**src/pkg/pti_pkg.sv**
```systemverilog
// Package with constants and carrier types for the pipeline timing interlock.
package pti_pkg;

    // Address stage base and additions, and the execute stage minimum, in clocks.
    localparam logic [4:0] PTI_AU_BASE      = 5'h02;
    localparam logic [4:0] PTI_AU_FP_BASE   = 5'h03;
    localparam logic [4:0] PTI_AU_FP_QUAD   = 5'h02;
    localparam logic [4:0] PTI_AU_BOTH_MEM  = 5'h02;
    localparam logic [4:0] PTI_AU_MEM_REL   = 5'h03;
    localparam logic [4:0] PTI_AU_EXTERNAL  = 5'h08;
    localparam logic [4:0] PTI_AU_SCALED    = 5'h02;
    localparam logic [4:0] PTI_EU_MIN       = 5'h02;

    // Loader field costs, in clocks.
    localparam logic [3:0] PTI_LD_FIELD     = 4'h1;
    localparam logic [3:0] PTI_LD_ODD_DW    = 4'h1;
    localparam logic [3:0] PTI_LD_DBL_IMM   = 4'h2;

    // Dependency stall figures, in clocks.
    localparam logic [3:0] PTI_ST_BASE_N1   = 4'h3;
    localparam logic [3:0] PTI_ST_BASE_N2   = 4'h1;
    localparam logic [3:0] PTI_ST_INDEX_N1  = 4'h1;
    localparam logic [3:0] PTI_ST_WIDEN     = 4'h2;
    localparam logic [3:0] PTI_ST_MEM_N1    = 4'h4;
    localparam logic [3:0] PTI_ST_MEM_N2    = 4'h2;

    // Sizes and operand size codes.
    localparam int         PTI_QUEUE_BYTES  = 8;
    localparam int         PTI_WBUF_DEPTH   = 2;
    localparam logic [1:0] PTI_SZ_BYTE      = 2'h0;
    localparam logic [1:0] PTI_SZ_WORD      = 2'h1;
    localparam logic [1:0] PTI_SZ_DWORD     = 2'h2;
    localparam logic [1:0] PTI_SZ_QUAD      = 2'h3;

    // Addressing mode of one general operand.
    typedef enum logic [2:0] {
        PTI_AM_REG, PTI_AM_IMM, PTI_AM_MEM, PTI_AM_MEM_REL,
        PTI_AM_EXTERNAL, PTI_AM_SCALED, PTI_AM_STACK_TOP
    } pti_mode_t;

    // Loader field kinds.
    typedef enum logic [1:0] {
        PTI_FK_PLAIN, PTI_FK_DWORD, PTI_FK_DBL_IMM
    } pti_field_kind_t;

    // One field presented to the loader.
    typedef struct packed {
        logic            valid;
        pti_field_kind_t kind;
        logic            odd_addr;
        logic            last;
    } pti_field_t;

    // One decoded instruction handed to the address stage.
    typedef struct packed {
        logic       valid;
        pti_mode_t  mode1;
        pti_mode_t  mode2;
        logic       two_ops;
        logic       fp_op;
        logic [1:0] fp_quad_mem;
        logic [4:0] au_extra;
        logic [4:0] eu_time;
        logic       serialize;
        logic       au_stops;
        logic       base_use;
        logic [3:0] base_reg;
        logic       index_use;
        logic [3:0] index_reg;
        logic       src_use;
        logic [3:0] src_reg;
        logic [1:0] src_size;
        logic       dst_use;
        logic [3:0] dst_reg;
        logic [1:0] dst_size;
        logic       mem_rd;
        logic [11:0] rd_addr;
        logic [1:0] rd_size;
        logic       rd_cross;
        logic       mem_wr;
        logic [11:0] wr_addr;
        logic [1:0] wr_size;
        logic       wr_cross;
        logic [3:0] storage_delay;
    } pti_instr_t;

    // Record of a retired-into-execute instruction kept for hazard checks.
    typedef struct packed {
        logic        valid;
        logic        dst_use;
        logic [3:0]  dst_reg;
        logic [1:0]  dst_size;
        logic        au_stops;
        logic        sp_only;
        logic        mem_wr;
        logic [11:0] wr_addr;
        logic [1:0]  wr_size;
        logic        wr_cross;
    } pti_hist_t;

    // Timing report of one advance.
    typedef struct packed {
        logic       valid;
        logic [5:0] basic;
        logic [3:0] dep;
        logic [3:0] storage;
        logic [6:0] effective;
    } pti_report_t;

    // Whole state of the block.
    typedef struct packed {
        logic [3:0]  q_count;
        logic [3:0]  ld_cnt;
        logic        prev_odd_dw;
        logic        ld_done;
        pti_instr_t  hold;
        pti_instr_t  au_ins;
        logic [5:0]  au_cnt;
        logic [4:0]  eu_cnt;
        logic        eu_busy;
        logic        eu_serial;
        logic [3:0]  stall_cnt;
        pti_hist_t   h1;
        pti_hist_t   h2;
        logic [1:0]  wb_count;
        logic [5:0]  adv_cnt;
        logic [3:0]  dep_acc;
        logic        field_ready;
        logic        instr_ready;
        logic        advance;
        logic        stall;
        pti_report_t report;
    } pti_state_t;

endpackage

```
**src/logic/pti_core.sv**
```systemverilog
// Pipeline timing and interlock controller for a four-stage instruction pipeline.
`timescale 1ns/100ps

// What this block does
// - Address and execute stages each finish an instruction in 2 clocks at best.
// - Pipeline advances when both address and execute stages are done.
// - Serializing instruction: address stage waits for execute, then adds its own time.
// - Loader takes one instruction field per clock.
// - One extra clock for odd paired double words; double immediate takes 2.
// - Loader has an 8-byte queue and a one-instruction holding buffer.
// - Execute stage has a write buffer for two pending memory results.
// - Address stage base time is 2 clocks plus instruction-specific extras.
// - Floating or coprocessor ops add 3 plus 2 per memory quad word.
// - Two general operands both in memory add 2 clocks.
// - Per operand add 3 memory relative, 8 external, 2 scaled index.
// - Base register written one back stalls 3, two back stalls 1.
// - No register stall for stack-top updates or address-stopping producers.
// - Index register written one back stalls 1, earlier none.
// - Source forwarded freely; wider source than prior destination stalls 2.
// - Integer and floating registers share one interlock compare.
// - Memory hazard on boundary cross, bits 0-11 equal, or 2-11 with word sizes.
// - Memory dependency on previous instruction stalls 4 clocks.
// - Memory dependency two instructions back stalls 2 clocks.
// - All interlocks resolved in hardware with no software involvement.
// - Effective time is basic time plus dependency plus storage delays.
module pti_core (
    // Clock and reset.
    input  wire logic                 clk_sys,
    input  wire logic                 sys_rst,
    // Instruction byte queue fill and drain.
    input  wire logic                 q_push,
    input  wire logic                 q_pop,
    // Loader field stream.
    input  wire pti_pkg::pti_field_t  field_in,
    // Decoded instruction description for the holding buffer.
    input  wire pti_pkg::pti_instr_t  instr_in,
    // Execute stage write buffer drain.
    input  wire logic                 wb_drain,
    // Status toward the front end.
    output logic                      field_ready,
    output logic                      instr_ready,
    output logic [3:0]                q_count,
    output logic                      wb_full,
    // Pipeline events and timing report.
    output logic                      advance,
    output logic                      stall,
    output pti_pkg::pti_report_t      report
);
    import pti_pkg::*;

    pti_state_t s_reg;
    pti_state_t s_next;

    // Address stage time of an instruction from its operation and modes.
    function automatic logic [5:0] au_time(input pti_instr_t i);
        logic [5:0] t;
        t = {1'b0, PTI_AU_BASE} + {1'b0, i.au_extra};
        if (i.fp_op)
        begin
            t = t + {1'b0, PTI_AU_FP_BASE}
                  + {1'b0, PTI_AU_FP_QUAD} * {4'h0, i.fp_quad_mem};
        end
        if (i.two_ops && i.mode1 != PTI_AM_REG && i.mode1 != PTI_AM_IMM
            && i.mode2 != PTI_AM_REG && i.mode2 != PTI_AM_IMM)
        begin
            t = t + {1'b0, PTI_AU_BOTH_MEM};
        end
        t = t + {1'b0, mode_add(i.mode1)};
        if (i.two_ops)
        begin
            t = t + {1'b0, mode_add(i.mode2)};
        end
        return t;
    endfunction

    // Extra address stage clocks for one addressing mode.
    function automatic logic [4:0] mode_add(input pti_mode_t m);
        logic [4:0] a;
        a = 5'h00;
        unique case (m)
            PTI_AM_MEM_REL:  a = PTI_AU_MEM_REL;
            PTI_AM_EXTERNAL: a = PTI_AU_EXTERNAL;
            PTI_AM_SCALED:   a = PTI_AU_SCALED;
            default:         a = 5'h00;
        endcase
        return a;
    endfunction

    // Memory read-after-write match between a read and an older write.
    function automatic logic mem_hit(input pti_instr_t i, input pti_hist_t h);
        logic hit;
        hit = 1'b0;
        if (h.valid && h.mem_wr && i.mem_rd)
        begin
            hit = i.rd_cross || h.wr_cross
                || (i.rd_addr == h.wr_addr)
                || ((i.rd_addr[11:2] == h.wr_addr[11:2])
                    && (i.rd_size != PTI_SZ_BYTE || h.wr_size != PTI_SZ_BYTE));
        end
        return hit;
    endfunction

    // Register match; one register file number space for integer and floating.
    function automatic logic reg_hit(input logic use_r, input logic [3:0] r,
                                     input pti_hist_t h);
        return use_r && h.valid && h.dst_use && !h.sp_only && !h.au_stops
               && (h.dst_reg == r);
    endfunction

    // Dependency stall of an instruction entering the address stage.
    function automatic logic [3:0] dep_stall(input pti_instr_t i, input pti_hist_t a,
                                             input pti_hist_t b);
        logic [3:0] d;
        d = 4'h0;
        if (reg_hit(i.base_use, i.base_reg, a))
            d = PTI_ST_BASE_N1;
        else if (reg_hit(i.base_use, i.base_reg, b))
            d = PTI_ST_BASE_N2;
        if (reg_hit(i.index_use, i.index_reg, a) && d < PTI_ST_INDEX_N1)
            d = PTI_ST_INDEX_N1;
        if (reg_hit(i.src_use, i.src_reg, a) && i.src_size > a.dst_size
            && d < PTI_ST_WIDEN)
            d = PTI_ST_WIDEN;
        if (mem_hit(i, a))
            d = PTI_ST_MEM_N1;
        else if (mem_hit(i, b) && d < PTI_ST_MEM_N2)
            d = PTI_ST_MEM_N2;
        return d;
    endfunction

    // Next-state logic for the whole pipeline control.
    always_comb
    begin
        logic       au_done;
        logic       eu_done;
        logic       can_adv;
        logic       take_fld;
        logic [3:0] fld_cost;
        logic [5:0] new_au;
        logic [3:0] new_dep;
        pti_hist_t  nh;
        au_done  = 1'b0;
        eu_done  = 1'b0;
        can_adv  = 1'b0;
        take_fld = 1'b0;
        fld_cost = 4'h0;
        new_au   = 6'h00;
        new_dep  = 4'h0;
        nh       = '0;
        s_next   = s_reg;
        s_next.report.valid = 1'b0;

        // Byte queue occupancy, capped at its size.
        if (q_push && !q_pop && s_reg.q_count < 4'(PTI_QUEUE_BYTES))
            s_next.q_count = s_reg.q_count + 4'h1;
        else if (q_pop && !q_push && s_reg.q_count != 4'h0)
            s_next.q_count = s_reg.q_count - 4'h1;

        // Loader: one field per clock, extra clocks for odd pairs and double immediates.
        if (s_reg.ld_cnt != 4'h0)
        begin
            s_next.ld_cnt = s_reg.ld_cnt - 4'h1;
        end
        else if (field_in.valid && !s_reg.ld_done)
        begin
            take_fld = 1'b1;
            fld_cost = PTI_LD_FIELD;
            if (field_in.kind == PTI_FK_DBL_IMM)
                fld_cost = PTI_LD_DBL_IMM;
            else if (field_in.kind == PTI_FK_DWORD && field_in.odd_addr && s_reg.prev_odd_dw)
                fld_cost = PTI_LD_FIELD + PTI_LD_ODD_DW;
            s_next.ld_cnt      = fld_cost - 4'h1;
            s_next.prev_odd_dw = (field_in.kind == PTI_FK_DWORD) && field_in.odd_addr;
            if (field_in.last)
                s_next.ld_done = 1'b1;
        end

        // Holding buffer takes the decoded instruction once its fields are in.
        if (!s_reg.hold.valid && s_reg.ld_done && s_reg.ld_cnt == 4'h0 && instr_in.valid)
        begin
            s_next.hold    = instr_in;
            s_next.ld_done = 1'b0;
        end

        // Stage counters; a stage is done when its count is spent.
        if (s_reg.stall_cnt != 4'h0)
            s_next.stall_cnt = s_reg.stall_cnt - 4'h1;
        else if (s_reg.au_cnt > 6'h01 && !(s_reg.eu_serial && s_reg.eu_busy))
            s_next.au_cnt = s_reg.au_cnt - 6'h01;
        if (s_reg.eu_cnt > 5'h01)
            s_next.eu_cnt = s_reg.eu_cnt - 5'h01;
        au_done = s_reg.stall_cnt == 4'h0 && s_reg.au_cnt <= 6'h01
                  && !(s_reg.eu_serial && s_reg.eu_busy);
        eu_done = !s_reg.eu_busy || s_reg.eu_cnt <= 5'h01;
        // Execute frees itself even with a waiting address stage, or a serializer deadlocks.
        if (s_reg.eu_busy && s_reg.eu_cnt <= 5'h01)
        begin
            s_next.eu_busy   = 1'b0;
            s_next.eu_serial = 1'b0;
        end
        if (s_reg.adv_cnt != 6'h3F)
            s_next.adv_cnt = s_reg.adv_cnt + 6'h01;

        // Advance when both stages are done and the write buffer has room.
        can_adv = s_reg.au_ins.valid && au_done && eu_done
                  && !(s_reg.au_ins.mem_wr && s_reg.wb_count == 2'(PTI_WBUF_DEPTH));
        if (can_adv)
        begin
            nh.valid    = 1'b1;
            nh.dst_use  = s_reg.au_ins.dst_use;
            nh.dst_reg  = s_reg.au_ins.dst_reg;
            nh.dst_size = s_reg.au_ins.dst_size;
            nh.au_stops = s_reg.au_ins.au_stops || s_reg.au_ins.serialize;
            nh.sp_only  = s_reg.au_ins.mode1 == PTI_AM_STACK_TOP
                          || s_reg.au_ins.mode2 == PTI_AM_STACK_TOP;
            nh.mem_wr   = s_reg.au_ins.mem_wr;
            nh.wr_addr  = s_reg.au_ins.wr_addr;
            nh.wr_size  = s_reg.au_ins.wr_size;
            nh.wr_cross = s_reg.au_ins.wr_cross;
            s_next.h2   = s_reg.h1;
            s_next.h1   = nh;
            s_next.eu_busy   = 1'b1;
            s_next.eu_serial = s_reg.au_ins.serialize;
            s_next.eu_cnt    = (s_reg.au_ins.eu_time < PTI_EU_MIN) ? PTI_EU_MIN
                               : s_reg.au_ins.eu_time;
            s_next.report.valid     = 1'b1;
            s_next.report.basic     = s_reg.adv_cnt + 6'h01 - 6'(s_reg.dep_acc);
            s_next.report.dep       = s_reg.dep_acc;
            s_next.report.storage   = s_reg.au_ins.storage_delay;
            s_next.report.effective = 7'(s_reg.adv_cnt + 6'h01)
                                      + 7'(s_reg.au_ins.storage_delay);
            s_next.adv_cnt  = 6'h00;
            s_next.au_ins   = '0;
        end

        // Address stage loads the held instruction when it is free.
        if ((!s_reg.au_ins.valid || can_adv) && s_reg.hold.valid)
        begin
            new_au  = au_time(s_reg.hold);
            new_dep = can_adv ? dep_stall(s_reg.hold, nh, s_reg.h1)
                              : dep_stall(s_reg.hold, s_reg.h1, s_reg.h2);
            s_next.au_ins    = s_reg.hold;
            s_next.au_cnt    = (new_au < 6'(PTI_EU_MIN)) ? 6'(PTI_EU_MIN) : new_au;
            s_next.stall_cnt = new_dep;
            s_next.dep_acc   = new_dep;
            // Basic time counts from entry, so a starved pipeline does not inflate it.
            s_next.adv_cnt   = 6'h00;
            s_next.hold      = '0;
        end

        // Write buffer occupancy.
        if (can_adv && s_reg.au_ins.mem_wr && !(wb_drain && s_reg.wb_count != 2'h0))
            s_next.wb_count = s_reg.wb_count + 2'h1;
        else if (!(can_adv && s_reg.au_ins.mem_wr) && wb_drain && s_reg.wb_count != 2'h0)
            s_next.wb_count = s_reg.wb_count - 2'h1;

        // Registered status outputs.
        s_next.field_ready = !s_next.ld_done && s_next.ld_cnt == 4'h0;
        s_next.instr_ready = !s_next.hold.valid;
        s_next.advance     = can_adv;
        s_next.stall       = s_next.stall_cnt != 4'h0;
    end

    // State register with synchronous reset.
    always_ff @(posedge clk_sys)
    begin
        if (sys_rst)
            s_reg <= '0;
        else
            s_reg <= s_next;
    end

    // Outputs taken straight from the state register.
    assign field_ready = s_reg.field_ready;
    assign instr_ready = s_reg.instr_ready;
    assign q_count     = s_reg.q_count;
    assign wb_full     = s_reg.wb_count[1]; // Count tops out at two, so bit one is full.
    assign advance     = s_reg.advance;
    assign stall       = s_reg.stall;
    assign report      = s_reg.report;

endmodule

```
**config.mk**
```make
export PLATFORM = sky130hd
export DESIGN_NAME = pti_core
export DESIGN_NICKNAME = d
export VERILOG_FILES = /design/src/pkg/pti_pkg.sv /design/src/logic/pti_core.sv
export SDC_FILE = /design/constraint.sdc
export NUM_CORES = 1
export LEC_CHECK = 0
export ABC_AREA = 0
export BUFFER_PORTS_ARGS = -buffer_cell sky130_fd_sc_hd__buf_2
export CAP_MARGIN = 20
export CORE_MARGIN = 2
export CORE_UTILIZATION = 50
export CTS_BUF_LIST = sky130_fd_sc_hd__clkbuf_2
export CTS_CLUSTER_SIZE = 14
export DETAILED_ROUTE_END_ITERATION = 10
export PLACE_DENSITY = 0.72
export SLEW_MARGIN = 30
export SYNTH_ARGS = -nofsm -noshare
export SYNTH_HDL_FRONTEND = slang
export SYNTH_SLANG_ARGS = --single-unit
```
**constraint.sdc**
```tcl
create_clock -name clk_sys -period 7.41 [get_ports clk_sys]
set_clock_uncertainty 0.1 [all_clocks]
set_input_delay 1.482 -clock clk_sys [delete_from_list [all_inputs] [get_ports clk_sys]]
set_output_delay 1.482 -clock clk_sys [all_outputs]
set_load 0.01 [all_outputs]
```
==> results.toml, run 1 <==
[run_status]
outcome = "finished, final reports clean"

[critical_path]
cp-start-kind = "flop"
cp.required_ns = 8.03
end_kind = "flop"
crit_fanout = 49
cp.arrival_ns = 5.01
crit_type = "reg2reg"
r2r_cells = 11

[cells_and_area]
num-nets-final = 1583
layout_commonest_cell = "nand2_1"
largest_reg_flops = 207
design_area_mm2 = 0.0121
fill_cells = 2086
drive_above_1_share_pct = 16.1
area_delta_synth_final_pct = 8.89
final_cell_mix = "nand2_1 (328), dfxtp_1 (236), a21oi_1 (177)"

[placed_design]
placed_area_mm2 = 0.0117
portBuffers = 122
globalplace.congestion = 0.892
hpwl_um = 18000

[route]
m1WireLength_um = 12200
drt_wl_total_um = 25800
dr_total_vias = 9432
top_layer_used = "met4"
vias_per_cell = 5.36
drt_first_pass_iters = 5
drc_errors = 0
wl_met2_um = 11700
avgRoutedWirePerCell_um = 14.7
route.antenna.remaining_nets = 0
wl_met3_um = 1440
drtIter0Drc = 588

[timing]
setup_viol_count_final = 0
final-hold-violation-count = 0
fin_crit_ns = 4.39
max_freq_ghz = 0.228
fin_tns_setup_ns = 0
rsz0062_at_grt = "false"
finalCritPeriodShare_pct = 59.2
timing.hold.ws_ns = 0.352
slew_headroom_pct = 37.7
finalMaxSlewViolations = 0
worst_slew_pin_slew_ns = 0.934

[logic_synthesis]
yosys_most_used_dff = "dfxtp_1"
synth.avg_cell_area_um2 = 8.12
ys_ff_latch = 236
synth_warnings = 0
synth_cells = 1371
async_flop_share_pct = 0
ys_types = 73
netlist_area_mm2 = 0.0111
synth_fp_nets = 1505
synth_edf_count = 0
seq_area_frac_synth_pct = 42.4

[global_routing]
grt_pass1_wl_um = 42400
grt_usage_pct = 21.6
overflow = 0
antenna_found_initial = 1
grt_max_degree = 55
grt_pass1_vias = 8790

[power]
power.leakage_nw = 4.89
total_power_mw = 2.93
power.density_mw_per_mm2 = 242
ir_worst_vdd_v = 0.000145

[clock_network]
insertion_delay_ns = 0.85
cts_buffers = 58
cts_buffer_depth = 3
clkSinkCount = 236
clk_pin_slew_ns = 0.11
htreeDepth = 2
cts_tree = "built"
root_buffer = "clkbuf_2"
post_cts_resized = 0
postCtsHoldBufs = 0
post-cts-setup-buffers = 0

[floorplanning]
die_h_um = 153
die_area_mm2 = 0.0235
initial_core_util_pct = 51.0
ios = 124
dieWidth_um = 153
core_area_mm2 = 0.0218
rows = 54

[run]
cap_violations = 0

[min_path]
hold_path_depth = 2
hp-class = "reg2reg"
worst paths after layout:
path | from | slack (ns) | endpoint
worst min-delay path | s_reg[70]$_SDFFE_PP0N_ | 0.35 | s_reg[44]$_SDFFE_PP0N_
worst min register to register | s_reg[70]$_SDFFE_PP0N_ | 0.35 | s_reg[44]$_SDFFE_PP0N_
worst max register to register | s_reg[90]$_SDFF_PP0_ | 3.02 | stall$_SDFF_PP0_
worst max-delay path | s_reg[90]$_SDFF_PP0_ | 3.02 | stall$_SDFF_PP0_
critical path: stages, from the launching register on:
cell and delay [ns]:
dfxtp_1 0.33, inv_1 0.11, ha_1 0.21, nor3b_1 0.31, nand2_1 0.23, nor3_4 0.24
buf_4 0.45, o21ai_2 0.27, nand2_2 0.65, buf_4 0.62, a21oi_1 0.13, or4b_1 0.54
area by class of cell:
| type | count | area, um2 | share of cell area (%) |
|---|---|---|---|
| multi-input cells | 984 | 5750 | 47.4 |
| flip-flops and latches | 236 | 4720 | 39.0 |
| repair buffers | 132 | 688 | 5.68 |
| clock buffers | 79 | 395 | 3.26 |
| well taps | 280 | 350 | 2.89 |
| inverters | 37 | 139 | 1.15 |
| clock inverters | 11 | 70.1 | 0.578 |
| diodes | 1 | 2.50 | 0.0206 |
through the flow:
stage / setup WS [ns] / instances / util, %
4_1_cts: 3.08 / 1759 / 55.5
6_report: 3.02 / 1760 / 55.5
3_5_place_dp: 3.04 / 1669 / 53.4
5_1_grt: 2.74 / 1760 / 55.5
2_1_floorplan: 3.42 / 1371 / -
3_3_place_gp: 3.11 / 1669 / 53.4
power by group:
group / switching [mW] / internal (mW)
registers: 0.0888 / 1.35
logic: 0.388 / 0.286
clock network: 0.502 / 0.316
total: 0.979 / 1.95
synthesized netlist by cell type, types with 15 or more instances:
cell type	n	share of area, %
dfxtp_1	236	42
nor2_1	77	2.6
inv_1	37	1.2
xnor2_1	43	3.4
a211oi_1	15	1.0
nand3_1	21	0.94
a21oi_1	177	8.0
a22o_1	39	3.1
o21ai_0	25	1.1
nor4_1	15	0.84
clkbuf_1	74	2.5
buf_4	26	1.8
nand2_1	329	11
xor2_1	54	4.2
nor3_1	18	0.81
ha_1	35	3.9
kinds of logic after synthesis:
logic type	count (synthesis)	synth area share [%]
compound gates	322	18.1
buf+inv	151	6.06
mux	6	0.585
simple gates	516	19.9
other cells	1	0.0337
flops	236	42.4
fa+ha+maj	41	5.01
xor+xnor	98	7.83
metal layers:
| metal | vias to the layer above | global-route usage (%) |
|---|---|---|
| met5 | - | 0 |
| li1 | 4807 | - |
| met4 | 0 | 7.19 |
| met2 | 253 | 34.4 |
| met1 | 4326 | 29.6 |
| met3 | 46 | 3.97 |
No activity file was read; power rests on OpenSTA's default activity.
==> run 2: changes to the inputs <==
--- a/config.mk
+++ b/config.mk
@@ -5,7 +5,7 @@
 export SDC_FILE = /design/constraint.sdc
 export NUM_CORES = 1
 export LEC_CHECK = 0
-export ABC_AREA = 0
+export ABC_AREA = 1
 export BUFFER_PORTS_ARGS = -buffer_cell sky130_fd_sc_hd__buf_2
 export CAP_MARGIN = 20
 export CORE_MARGIN = 2
@@ -13,7 +13,7 @@
 export CTS_BUF_LIST = sky130_fd_sc_hd__clkbuf_2
 export CTS_CLUSTER_SIZE = 14
 export DETAILED_ROUTE_END_ITERATION = 10
-export PLACE_DENSITY = 0.72
+export PLACE_DENSITY = 0.74
 export SLEW_MARGIN = 30
 export SYNTH_ARGS = -nofsm -noshare
 export SYNTH_HDL_FRONTEND = slang
==> constraint.sdc (replaced) <==
create_clock -name clk_sys -period 4 [get_ports clk_sys]
set_clock_uncertainty 0.1 [all_clocks]
set_input_delay 0.8 -clock clk_sys [delete_from_list [all_inputs] [get_ports clk_sys]]
set_output_delay 0.8 -clock clk_sys [all_outputs]
set_load 0.01 [all_outputs]
==> run 2 against run 1 <==
Net effect:
- synthesized area grew 2.7%
- non-clock buffer count is 5 higher
- clock-buffer cell count increased by 1
- synthesized cell count increased by 14%
- worst setup slack worse by 2.9 ns
- first-iteration DRC count is 34% higher
- flip-flop and latch count unchanged
- critical path depth is 15 higher
- die area up 2.6%
- critical path type unchanged
- combinational power increased by 100%
- fmax rose by 13%
- global-route usage grew 1.5 points
==> results.toml, run 2 <==
[run_status]
outcome = "finished, final reports clean"

[timing]
fin_crit_ns = 3.89
setup_ws_ns = 0.114
setup_viol_count_final = 0
max_freq_ghz = 0.257
finalCritPeriodShare_pct = 97.2
slew_headroom_pct = 41.6
rsz0062_at_grt = "true"
worst_slew_pin_slew_ns = 0.874
finalMaxSlewViolations = 0
final-hold-violation-count = 0
timing.hold.ws_ns = 0.0891

[logic_synthesis]
synth_fp_nets = 1702
synth_cells = 1568
yosys_most_used_dff = "dfxtp_1"
seq_area_frac_synth_pct = 41.3
synth_top_area_cell = "dfxtp_1"
ys_ff_latch = 236
synth_area_leaders = "dfxtp_1 (41%), nand2_1 (10%), a21oi_1 (7.4%)"
netlist_area_mm2 = 0.0114
synth.avg_cell_area_um2 = 7.29
synth_most_common_cell = "nand2_1"
synth.top_cell.area_share_pct = 41.3
ys_types = 52
synthTopCellsByCount = "nand2_1 (312), dfxtp_1 (236), nor2_1 (170), a21oi_1 (168), inv_1 (149)"
synth_warnings = 0
synth_edf_count = 0
async_flop_share_pct = 0

[floorplanning]
die_area_mm2 = 0.0241
dieWidth_um = 155
rows = 55
core_area_mm2 = 0.0226
initial_core_util_pct = 50.6
ios = 124
die_h_um = 155

[global_routing]
grt_pass1_vias = 9748
antenna_found_initial = 1
grt_pass1_wl_um = 46000
grt_usage_pct = 23.1
grt_max_degree = 87
overflow = 0

[critical_path]
slowest_stage = "fa_1"
end_kind = "flop"
critPathBufInv = 3
crit_top_cell = "nand2_1"
crit_type = "reg2reg"
cp.required_ns = 4.64
cp.arrival_ns = 4.52
cp_slowest_stage_delay_ns = 0.54
cp-start-kind = "flop"
crit_fanout = 3
crit_family = "adder cells"

[route]
dr_total_vias = 10500
drtIter0Drc = 788
drt_first_pass_iters = 7
drc_errors = 0
vias_per_cell = 5.27
drt_wl_total_um = 28500
avgRoutedWirePerCell_um = 14.3
route.antenna.remaining_nets = 0

[cells_and_area]
num-nets-final = 1800
multi_input_area_mm2 = 0.00570
drive_above_1_share_pct = 16.3
largest_reg_flops = 207
final_cell_mix = "nand2_1 (309), dfxtp_1 (235), nor2_1 (168)"
fill_cells = 2173
area_delta_synth_final_pct = 10.7
layout_commonest_cell = "nand2_1"
seq_area_mm2 = 0.00473
instances_no_fill = 1994

[clock_network]
clk_pin_slew_ns = 0.10
insertion_delay_ns = 0.84
clkSinkCount = 236
cts_buffer_depth = 3
cts_buffers = 59
htreeDepth = 2
root_buffer = "clkbuf_2"
post-cts-setup-buffers = 0
cts_tree = "built"

[placed_design]
portBuffers = 122
place_ws_ns = -0.0260
globalplace.congestion = 0.924
hpwl_um = 19200
placed_cells = 1888

[power]
power.leakage_nw = 5.27
power.density_mw_per_mm2 = 440
ir_worst_vdd_v = 0.000237

[min_path]
hp-class = "in2reg"

[run]
cap_violations = 0
[run 2: cell types whose count changed in the layout (fill, tap and decap cells not counted), moves of 33 or more]
cell	delta
inv_1	+109
nand3_1	+108
nor2_1	+93
o21ai_0	+42
o22ai_1	+40
a22o_1	-39
xnor2_1	-33
[run 2: path summary, 6_finish.rpt]
kind                           startpoint                       to  slack (ns)  depth (start not counted)
setup reg to reg  s_reg[259]$_SDFFE_PP0P_  s_reg[102]$_SDFFE_PP0P_        0.11                         26
setup / recovery  s_reg[259]$_SDFFE_PP0P_  s_reg[102]$_SDFFE_PP0P_        0.11                         26
hold reg to reg   s_reg[255]$_SDFFE_PP0P_  s_reg[172]$_SDFFE_PP0P_        0.36                          2
hold / removal               instr_in[10]  s_reg[200]$_SDFFE_PP0P_        0.09                          3
[run 2: routing by layer]
layer,share of wire (%),wire length (um),vias up,GRT usage [%]
met2,45,12800,338,36.9
li1,-,-,5343,-
met3,6.7,1910,38,5.24
met5,0,0,-,0
met1,46,13200,4788,31.2
met4,1.7,480,0,6.99
[run 2: final cells by class]
type | instances | area share [%]
Sequential cell | 236 | 37.4
Timing Repair Buffer | 137 | 5.89
Multi-Input combinational cell | 1072 | 45.0
Clock buffer | 80 | 3.17
Clock inverter | 23 | 0.950
Antenna cell | 1 | 0.0198
Tap cell | 285 | 2.82
Inverter | 160 | 4.75
[run 2: worst min-delay path: stages]
cell and delay [ns]:
buf_2 0.09, nand2_1 0.05, a21oi_1 0.05
[run 2: cell families after synthesis]
family                   after synthesis  synth area share (%)
AO/OA/AOI/OAI                        310                  14.8
adder cells (fa/ha/maj)               41                  4.88
flip-flops                           236                  41.3
XOR/XNOR                              45                  3.51
other                                  1                0.0328
multiplexers                           1                0.0876
buffers and inverters                260                  9.91
AND/OR/NAND/NOR                      674                  25.5
[run 2: timing repair]
item / 4_1_cts / 5_1_grt
pin swaps: 0 / 7
hold buffers: 0 / 2
setup endpoints to repair: 2 / 4
gates resized for setup: 3 / 19
endpoints found under the hold margin: 0 / 2
[run 2: per-stage QoR]
| stage | utilization [%] | TNS [ns] | instance area (um2) | power, mW |
|---|---|---|---|---|
| 2_1_floorplan | - | 0 | 11400 | 3.69 |
| 3_3_place_gp | 53.1 | 0 | 12000 | 3.97 |
| 3_5_place_dp | 53.1 | -0.0260 | 12000 | 4.01 |
| 4_1_cts | 55.5 | 0 | 12500 | 5.59 |
| 5_1_grt | 56.0 | -0.157 | 12600 | 5.93 |
| 6_report | 56.0 | 0 | 12600 | 5.56 |
[run 2: report_power, final]
| part | total (mW) | internal (mW) | switching [mW] |
|---|---|---|---|
| registers | 2.63 | 2.50 | 0.129 |
| clock network | 1.57 | 0.612 | 0.957 |
| logic | 1.36 | 0.501 | 0.856 |
| total | 5.56 | 3.62 | 1.94 |
